**src/hw/sar_adc_pkg.sv**
```systemverilog
/*
 Shared constants, types and decode functions for the SAR converter sequencer.
 Assumes a 20 MHz oscillator clock and a 32-bit APB register bus.
*/
package sar_adc_pkg;

   // ********************
   // Register map
   // ********************
   localparam logic [7:0] OFS_CTRL0 = 8'h00;
   localparam logic [7:0] OFS_CTRL2 = 8'h04;
   localparam logic [7:0] OFS_RES_HIGH = 8'h08;
   localparam logic [7:0] OFS_RES_LOW = 8'h0C;
   localparam logic [7:0] OFS_FLAG = 8'h10;

   // ********************
   // Field positions
   // ********************
   localparam int CTRL0_ENABLE_BIT = 0;
   localparam int CTRL0_GO_BIT = 1;
   localparam int CTRL0_CHAN_LSB = 2;
   localparam int CTRL2_FMT_BIT = 7;
   localparam int CTRL2_ACQ_LSB = 3;
   localparam int CTRL2_CLK_LSB = 0;
   localparam int FLAG_DONE_BIT = 0;

   // ********************
   // Reset values and counts
   // ********************
   localparam logic [3:0] CHAN_RST = 4'h0;
   localparam logic [2:0] ACQ_RST = 3'h0;
   localparam logic [2:0] CLK_SEL_RST = 3'h0;
   localparam logic [4:0] INSTR_CLKS = 5'h04;
   localparam logic [4:0] CONV_TADS = 5'h0B;
   localparam logic [4:0] WAIT_TADS = 5'h02;
   localparam logic [9:0] SAR_MSB = 10'h200;

   typedef enum logic [2:0] {
      ST_IDLE = 3'b000,
      ST_SAMPLE = 3'b001,
      ST_DELAY = 3'b010,
      ST_ACQ = 3'b011,
      ST_CONV = 3'b100,
      ST_WAIT = 3'b101
   } seq_state_t;

   typedef struct packed {
      logic fmt;
      logic [2:0] acq;
      logic [2:0] clk_sel;
   } ctrl2_t;

   // Acquisition code to bit periods
   function automatic logic [4:0] acq_periods(input logic [2:0] code);
      case (code)
         3'h1: acq_periods = 5'h02;
         3'h2: acq_periods = 5'h04;
         3'h3: acq_periods = 5'h06;
         3'h4: acq_periods = 5'h08;
         3'h5: acq_periods = 5'h0C;
         3'h6: acq_periods = 5'h10;
         3'h7: acq_periods = 5'h14;
         default: acq_periods = 5'h00;
      endcase
   endfunction : acq_periods

   // Clock select code to oscillator periods per bit period
   function automatic logic [6:0] tad_div(input logic [2:0] sel);
      case (sel)
         3'h0: tad_div = 7'h02;
         3'h4: tad_div = 7'h04;
         3'h1: tad_div = 7'h08;
         3'h5: tad_div = 7'h10;
         3'h2: tad_div = 7'h20;
         3'h6: tad_div = 7'h40;
         default: tad_div = 7'h02;
      endcase
   endfunction : tad_div

endpackage : sar_adc_pkg

```
**src/hw/tad_divider.sv**
```systemverilog
/*
 Bit-period tick generator: oscillator divider or internal RC tick.
 Assumes rc_tick_i is a one-cycle pulse synchronous to clock_i.
*/
`timescale 1ns/10ps
module tad_divider
   import sar_adc_pkg::*;
(
   input wire logic clock_i,
   input wire logic rst_i,
   input wire logic [2:0] sel_i,
   input wire logic rc_tick_i,
   input wire logic sleep_i,
   output logic tick_o
);

   logic [6:0] count;
   logic [2:0] sel_last;
   logic use_rc;

   assign use_rc = (sel_i[1:0] == 2'h3);

   always_ff @(posedge clock_i or posedge rst_i) begin
      if (rst_i) begin
         sel_last <= CLK_SEL_RST;
      end else begin
         sel_last <= sel_i;
      end
   end

   // ********************
   // Divider
   // ********************
   always_ff @(posedge clock_i or posedge rst_i) begin
      if (rst_i) begin
         count <= 7'h00;
         tick_o <= 1'b0;
      end else if (sel_i != sel_last) begin
         count <= 7'h00;
         tick_o <= 1'b0;
      end else if (use_rc) begin
         count <= 7'h00;
         tick_o <= rc_tick_i;
      end else if (sleep_i) begin
         tick_o <= 1'b0;
      end else if (count == tad_div(sel_i) - 7'h01) begin
         count <= 7'h00;
         tick_o <= 1'b1;
      end else begin
         count <= count + 7'h01;
         tick_o <= 1'b0;
      end
   end

endmodule : tad_divider

```
**src/hw/sar_adc_sequencer.sv**
```systemverilog
/*
 Control sequencer of a 10-bit successive-approximation converter
 with an APB register slave.
 Assumes a comparator result on cmp_i, a sleep level and an internal
 RC tick, all synchronous to clock_i.
*/
// Chosen here: the address map and the APB slave port.
// Functional notes
// - Reset turns converter off, abandons conversion
// - Completion loads result, clears start, sets flag
// - Result pair is not reset
// - Programmed acquisition samples N periods, then converts
// - Manual mode stops sampling, converts after one instruction cycle
// - Acquisition field resets to manual
// - After conversion, sample selected channel again
// - No acquisition-ended status; start bit only
// - Conversion lasts eleven bit periods
// - Clock select sets bit period
// - Successive approximation, one bit per period
// - Sleep conversions only on RC clock
// - Manual start delayed one instruction cycle
// - Two bit periods before next acquisition
// - Clearing start aborts, result kept
// - After wait, acquisition restarts automatically
`timescale 1ns/10ps
module sar_adc_sequencer
   import sar_adc_pkg::*;
(
   input wire logic clock_i,
   input wire logic rst_i,
   input wire logic psel_i,
   input wire logic penable_i,
   input wire logic pwrite_i,
   input wire logic [7:0] paddr_i,
   input wire logic [31:0] pwdata_i,
   output logic [31:0] prdata_o,
   output logic pready_o,
   output logic pslverr_o,
   input wire logic cmp_i,
   input wire logic sleep_i,
   input wire logic rc_tick_i,
   output logic sample_o,
   output logic [9:0] dac_o,
   output logic [3:0] channel_o,
   output logic conversion_complete_flag_o
);

   // ********************
   // Declarations
   // ********************
   seq_state_t state;
   seq_state_t next_state;
   ctrl2_t ctrl2;
   logic enable;
   logic go;
   logic [3:0] channel;
   logic flag;
   logic [7:0] result_high_byte;
   logic [7:0] result_low_byte;
   logic [4:0] cnt;
   logic [9:0] code;
   logic [9:0] mask;
   logic [9:0] decided;
   logic tick;
   logic done;
   logic abort;
   logic access;
   logic wr_en;
   logic [31:0] rd_word;

   function automatic logic hit(input logic [7:0] a, input logic [7:0] ofs);
      hit = (a == ofs);
   endfunction : hit

   function automatic logic mapped(input logic [7:0] a);
      mapped = hit(a, OFS_CTRL0) | hit(a, OFS_CTRL2) | hit(a, OFS_RES_HIGH)
         | hit(a, OFS_RES_LOW) | hit(a, OFS_FLAG);
   endfunction : mapped

   // ********************
   // Bit-period tick
   // ********************
   tad_divider u_tad (
      .clock_i(clock_i),
      .rst_i(rst_i),
      .sel_i(ctrl2.clk_sel),
      .rc_tick_i(rc_tick_i),
      .sleep_i(sleep_i),
      .tick_o(tick)
   );

   // ********************
   // APB slave
   // ********************
   assign access = psel_i & penable_i;
   assign wr_en = access & pready_o & pwrite_i & mapped(paddr_i);

   always_comb begin
      rd_word = 32'h0000_0000;
      case (paddr_i)
         OFS_CTRL0: begin
            rd_word[CTRL0_ENABLE_BIT] = enable;
            rd_word[CTRL0_GO_BIT] = go;
            rd_word[CTRL0_CHAN_LSB +: 4] = channel;
         end
         OFS_CTRL2: begin
            rd_word[CTRL2_FMT_BIT] = ctrl2.fmt;
            rd_word[CTRL2_ACQ_LSB +: 3] = ctrl2.acq;
            rd_word[CTRL2_CLK_LSB +: 3] = ctrl2.clk_sel;
         end
         OFS_RES_HIGH: rd_word[7:0] = result_high_byte;
         OFS_RES_LOW: rd_word[7:0] = result_low_byte;
         OFS_FLAG: rd_word[FLAG_DONE_BIT] = flag;
         default: rd_word = 32'h0000_0000;
      endcase
   end

   always_ff @(posedge clock_i or posedge rst_i) begin
      if (rst_i) begin
         pready_o <= 1'b0;
         pslverr_o <= 1'b0;
         prdata_o <= 32'h0000_0000;
      end else begin
         pready_o <= access & ~pready_o;
         pslverr_o <= access & ~pready_o & ~mapped(paddr_i);
         if (access & ~pready_o) begin
            prdata_o <= pwrite_i ? 32'h0000_0000 : rd_word;
         end
      end
   end

   // ********************
   // Control registers
   // ********************
   always_ff @(posedge clock_i or posedge rst_i) begin
      if (rst_i) begin
         enable <= 1'b0;
         go <= 1'b0;
         channel <= CHAN_RST;
      end else begin
         if (done) begin
            go <= 1'b0;
         end
         if (wr_en && hit(paddr_i, OFS_CTRL0)) begin
            enable <= pwdata_i[CTRL0_ENABLE_BIT];
            go <= pwdata_i[CTRL0_GO_BIT] & pwdata_i[CTRL0_ENABLE_BIT];
            channel <= pwdata_i[CTRL0_CHAN_LSB +: 4];
         end
      end
   end

   always_ff @(posedge clock_i or posedge rst_i) begin
      if (rst_i) begin
         ctrl2 <= '{fmt: 1'b0, acq: ACQ_RST, clk_sel: CLK_SEL_RST};
      end else if (wr_en && hit(paddr_i, OFS_CTRL2)) begin
         ctrl2.fmt <= pwdata_i[CTRL2_FMT_BIT];
         ctrl2.acq <= pwdata_i[CTRL2_ACQ_LSB +: 3];
         ctrl2.clk_sel <= pwdata_i[CTRL2_CLK_LSB +: 3];
      end
   end

   // Completion flag: hardware set wins over a software clear
   always_ff @(posedge clock_i or posedge rst_i) begin
      if (rst_i) begin
         flag <= 1'b0;
      end else if (done) begin
         flag <= 1'b1;
      end else if (wr_en && hit(paddr_i, OFS_FLAG)) begin
         flag <= pwdata_i[FLAG_DONE_BIT];
      end
   end

   // Result pair keeps its value through reset
   always_ff @(posedge clock_i) begin
      if (done) begin
         if (ctrl2.fmt) begin
            result_high_byte <= {6'h00, decided[9:8]};
            result_low_byte <= decided[7:0];
         end else begin
            result_high_byte <= decided[9:2];
            result_low_byte <= {decided[1:0], 6'h00};
         end
      end else if (wr_en && hit(paddr_i, OFS_RES_HIGH)) begin
         result_high_byte <= pwdata_i[7:0];
      end else if (wr_en && hit(paddr_i, OFS_RES_LOW)) begin
         result_low_byte <= pwdata_i[7:0];
      end
   end

   // ********************
   // Sequencer
   // ********************
   assign abort = ~go & ((state == ST_DELAY) | (state == ST_ACQ) | (state == ST_CONV));

   always_comb begin
      next_state = state;
      done = 1'b0;
      case (state)
         ST_IDLE: begin
            if (enable) next_state = ST_SAMPLE;
         end
         ST_SAMPLE: begin
            if (go) begin
               next_state = (ctrl2.acq == ACQ_RST) ? ST_DELAY : ST_ACQ;
            end
         end
         ST_DELAY: begin
            if (cnt == INSTR_CLKS - 5'h01) next_state = ST_CONV;
         end
         ST_ACQ: begin
            if (tick && cnt == acq_periods(ctrl2.acq) - 5'h01) begin
               next_state = ST_CONV;
            end
         end
         ST_CONV: begin
            if (tick && cnt == CONV_TADS - 5'h01) begin
               next_state = ST_WAIT;
               done = 1'b1;
            end
         end
         ST_WAIT: begin
            if (tick && cnt == WAIT_TADS - 5'h01) next_state = ST_SAMPLE;
         end
         default: next_state = ST_IDLE;
      endcase
      if (abort) begin
         next_state = ST_WAIT;
         done = 1'b0;
      end
      if (!enable) begin
         next_state = ST_IDLE;
         done = 1'b0;
      end
   end

   always_ff @(posedge clock_i or posedge rst_i) begin
      if (rst_i) begin
         state <= ST_IDLE;
      end else begin
         state <= next_state;
      end
   end

   // Shared counter: clocks in the delay, bit periods elsewhere
   always_ff @(posedge clock_i or posedge rst_i) begin
      if (rst_i) begin
         cnt <= 5'h00;
      end else if (next_state != state) begin
         cnt <= 5'h00;
      end else if (state == ST_DELAY || tick) begin
         cnt <= cnt + 5'h01;
      end
   end

   // ********************
   // Successive approximation
   // ********************
   assign decided = cmp_i ? code : (code & ~mask);

   always_ff @(posedge clock_i or posedge rst_i) begin
      if (rst_i) begin
         code <= 10'h000;
         mask <= 10'h000;
      end else if (state == ST_CONV && tick) begin
         if (cnt == 5'h00) begin
            code <= SAR_MSB;
            mask <= SAR_MSB;
         end else begin
            code <= decided | (mask >> 1);
            mask <= mask >> 1;
         end
      end
   end

   // ********************
   // Outputs
   // ********************
   always_ff @(posedge clock_i or posedge rst_i) begin
      if (rst_i) begin
         sample_o <= 1'b0;
         channel_o <= CHAN_RST;
         dac_o <= 10'h000;
         conversion_complete_flag_o <= 1'b0;
      end else begin
         sample_o <= (next_state == ST_SAMPLE) | (next_state == ST_ACQ);
         channel_o <= channel;
         dac_o <= code;
         conversion_complete_flag_o <= done | flag;
      end
   end
endmodule : sar_adc_sequencer

```
**config.mk**
```make
export PLATFORM = sky130hd
export DESIGN_NAME = sar_adc_sequencer
export DESIGN_NICKNAME = d
export VERILOG_FILES = /design/src/hw/sar_adc_pkg.sv /design/src/hw/tad_divider.sv /design/src/hw/sar_adc_sequencer.sv
export SDC_FILE = /design/constraint.sdc
export NUM_CORES = 1
export LEC_CHECK = 0
export BUFFER_PORTS_ARGS = -buffer_cell sky130_fd_sc_hd__clkbuf_2
export CAP_MARGIN = 20
export CORE_AREA = 2 2 104 106
export CTS_CLUSTER_SIZE = 16
export DETAILED_ROUTE_END_ITERATION = 8
export DIE_AREA = 0 0 106 108
export GPL_TIMING_DRIVEN = 0
export PLACE_DENSITY_LB_ADDON = 0.3
export SETUP_SLACK_MARGIN = 0.02
export SYNTH_ARGS = -nofsm -noshare
export SYNTH_HDL_FRONTEND = slang
export SYNTH_HIERARCHICAL = 1
export SYNTH_SLANG_ARGS = --single-unit
```
**constraint.sdc**
```tcl
create_clock -name clock_i -period 2.13 [get_ports clock_i]
set_input_delay 0.5325 -clock clock_i [delete_from_list [all_inputs] [get_ports clock_i]]
set_output_delay 0.5325 -clock clock_i [all_outputs]
set_load 0.05 [all_outputs]
```
==> results.cfg <==
[synthesis]
synth_xor_area_frac = 0.0223
synth_top_family_by_area = simple AND/OR/NAND/NOR gates
async_reset_ff_frac = 0.832
ys_ff_latch = 95
synth_compound_area_frac = 0.149
synth_area_leaders = dfrtp_1 39%, edfxtp_1 9.5%, buf_4 3.9%, o21ai_0 3.7%, mux2_2 3.6%
syn_inst = 469
syn_avg_cell_area_sq_um = 10.7
synthAdderAreaFrac = 0.0268
synth_edf_count = 16
ys_warn_count = 6
syn-cell-area_sq_um = 5040
ys_types = 74
yosysTopAreaCell = dfrtp_1
synthFlopType = dfrtp_1
yosysTopAreaCellShare = 0.392
ys_seq_area_frac = 0.487
yosys.area_share.simple = 0.169
synthMuxAreaShare = 0.0665

[setup_path]
r2r-start = ctrl2[0]$_DFFE_PP0P_
crit_path_start_kind = flip-flop
required_ns = 2.34
rrSetupSlack_ns = 0.02
crit_type = flip-flop to flip-flop
r2r_cells = 8
arrival_ns = 2.32
critPathMaxFanout = 6
r2r-end = u_tad/count[5]$_DFFE_PP0P_
crit_path_end_kind = flip-flop

[sta]
setup_violations = 0
setup_tns_ns = 0
rsz0062_at_grt = yes
min_period_ns = 2.11
clock_skew_ns = 0.0101
slew_headroom = 0.559
drv_slew = 0
max_freq_ghz = 0.474
tightest_slew_ns = 0.660
min_period_over_period = 0.990
timing.final.ws_setup_ns = 0.0215
whs_ns = 0.188
hold_violations = 0

[finish]
multi_input_area_sq_um = 2460
stdcell_area_sq_um = 6000
fill_cells = 863
instances_no_fill = 701
n_antenna_cell = 0
nNetsFinal = 618
syn2layout_area_growth_pct = 19.1
drive_above_1_share = 0.313
seq_area_sq_um = 2460

[pwr]
leakagePower_uw = 0.00274
power.density_nw_per_um2 = 676
vdd_drop_max_uv = 403

[detailed_routing]
ant_nets = 0
dr.first_iter.drc_count = 274
num_vias = 3786
drc = 0
wl_um = 11000
drt_first_pass_iters = 5
vias_per_cell = 5.40
wl_per_cell_um = 15.7

[floorplanning]
ios = 98
die-width_um = 106
fp-row-count = 37
start_util = 0.493
dieArea_sq_um = 11400
core_region_area_sq_um = 10200
chipHeight_um = 108

[placed_design]
dp.cells = 677
gp_congestion = 0.870
hpwl_um = 7830
placed_area_sq_um = 5560
portBuffers = 48
place_ws_ns = -0.384

[clocking]
numCtsBuffers = 9
clockRootBuffer = clkbuf_8
insertion_delay_ns = 0.35
cts_tree = yes
clock_sinks = 95
clock_path_buffers = 2
ctsHtreeMaxLevel = 3
clk_pin_slew_worst_paths_ns = 0.09

[global_route]
grt_usage = 0.200
grt_pass1_vias = 3715
grt_start_max_net_pins = 41
grt_pass1_wl_um = 18300
overflow = 0
antenna_found_initial = 0

[job]
timing.max_cap.violations = 0

[status]
status = completed

[min_path]
hold_path.class = input port to async pin
[cells by family after synthesis]
kind of cell    after synthesis
compound gates              108
xor+xnor                     12
fa+ha+maj                    11
buf+inv                      71
flops                        95
mux                          24
other cells                   1
simple gates                147
[layout make-up]
type / instances / share of cell area
multi-input cells: 326 / 0.409
clock inverters: 6 / 0.00854
plain buffers: 45 / 0.0498
inverters: 26 / 0.0177
well taps: 136 / 0.0283
flip-flops and latches: 95 / 0.410
repair buffers: 57 / 0.0540
clock buffers: 10 / 0.0229
[critical path: stages (launching register included)]
cell and delay [ns]:
dfrtp_2 0.44, inv_4 0.08, ha_4 0.22, or3_4 0.38, a21oi_4 0.17, o221ai_4 0.14, nor4_4 0.31, buf_6 0.18
a2111oi_4 0.05
[synth_stat cells, types with 3 or more instances]
master	count
ha_1	10
nand2_1	41
xor2_1	9
nand2b_1	11
o21ai_0	37
buf_2	10
a21oi_1	9
nor2b_1	6
nor3_1	11
nor4_1	4
nor2_1	30
mux4_2	6
o21ai_1	6
a22o_1	12
edfxtp_1	16
nand3_1	9
o22ai_1	5
mux2_2	16
a21o_1	4
buf_4	26
nor3b_1	3
a31oi_1	7
o2111ai_1	3
and3_1	4
dfrtp_1	79
inv_1	26
clkbuf_1	5
or3_1	3
[cell usage in the layout (no fill, tap or decap), types with 3 or more instances in the layout]
cell / synthesis / layout
a2111oi_4: 0 / 3
a21o_1: 4 / 4
a21oi_1: 9 / 9
a22o_1: 12 / 12
a31oi_1: 7 / 7
and3_1: 4 / 4
buf_2: 10 / 10
buf_4: 26 / 34
buf_6: 2 / 3
clkbuf_1: 5 / 4
clkbuf_2: 1 / 49
clkbuf_8: 0 / 10
conb_1: 1 / 24
dfrtp_1: 79 / 77
edfxtp_1: 16 / 16
ha_1: 10 / 8
inv_1: 26 / 23
inv_6: 0 / 3
mux2_2: 16 / 16
mux4_2: 6 / 6
nand2_1: 41 / 40
nand2b_1: 11 / 11
nand3_1: 9 / 9
nor2_1: 30 / 30
nor2b_1: 6 / 6
nor3_1: 11 / 11
nor3b_1: 3 / 3
nor4_1: 4 / 3
o2111ai_1: 3 / 3
o21ai_0: 37 / 36
o21ai_1: 6 / 6
o22ai_1: 5 / 5
xor2_1: 9 / 7
[metal layers]
| metal | track usage | up-vias | part of all wire |
|---|---|---|---|
| li1 | - | 1815 | - |
| met1 | 0.287 | 1847 | 0.46 |
| met2 | 0.317 | 113 | 0.48 |
| met3 | 0.0356 | 11 | 0.049 |
| met4 | 0.0545 | 0 | 0.010 |
| met5 | 0 | - | 0 |
[per-stage QoR]
step                 util  total power (uW)
detailed placement  0.544              2840
floorplan               -              2650
global placement    0.542              2800
global route        0.587              4270
finish              0.587              4060
CTS                 0.565              3970
[where the power goes]
part,internal [uW],total [uW],switching (uW)
Combinational,372,878,506
Sequential,1920,2040,120
Clock,478,1130,656
[worst max path at each step]
stage,from,endpoint,slack [ns]
final,ctrl2[0]$_DFFE_PP0P_,u_tad/count[5]$_DFFE_PP0P_,0.02
after global routing,ctrl2[0]$_DFFE_PP0P_,u_tad/count[2]$_DFFE_PP0P_,-0.04
after CTS,ctrl2[0]$_DFFE_PP0P_,u_tad/count[4]$_DFFE_PP0P_,0.03
after detailed placement,paddr_i[1],result_high_byte[1]$_DFFE_PP_,-0.38
after global placement,paddr_i[1],result_high_byte[3]$_DFFE_PP_,-0.35
after floorplan,ctrl2[0]$_DFFE_PP0P_,u_tad/count[2]$_DFFE_PP0P_,0.02
[registers in the layout, summed over array words and instances (netlist names), 5 cells and up]
signal	cells
cnt	5
code	10
ctrl2	7
dac_o	10
mask	10
prdata_o	8
result_high_byte	8
result_low_byte	8
u_tad/count	7
[what timing repair did]
action | in CTS | in global routing
gates resized for setup | 6 | 30
hold buffers | 0 | 0
pin swaps | 1 | 10
endpoints found under the setup margin | 23 | 31
setup buffers | 2 | 6
No activity file was read; power rests on OpenSTA's default activity.
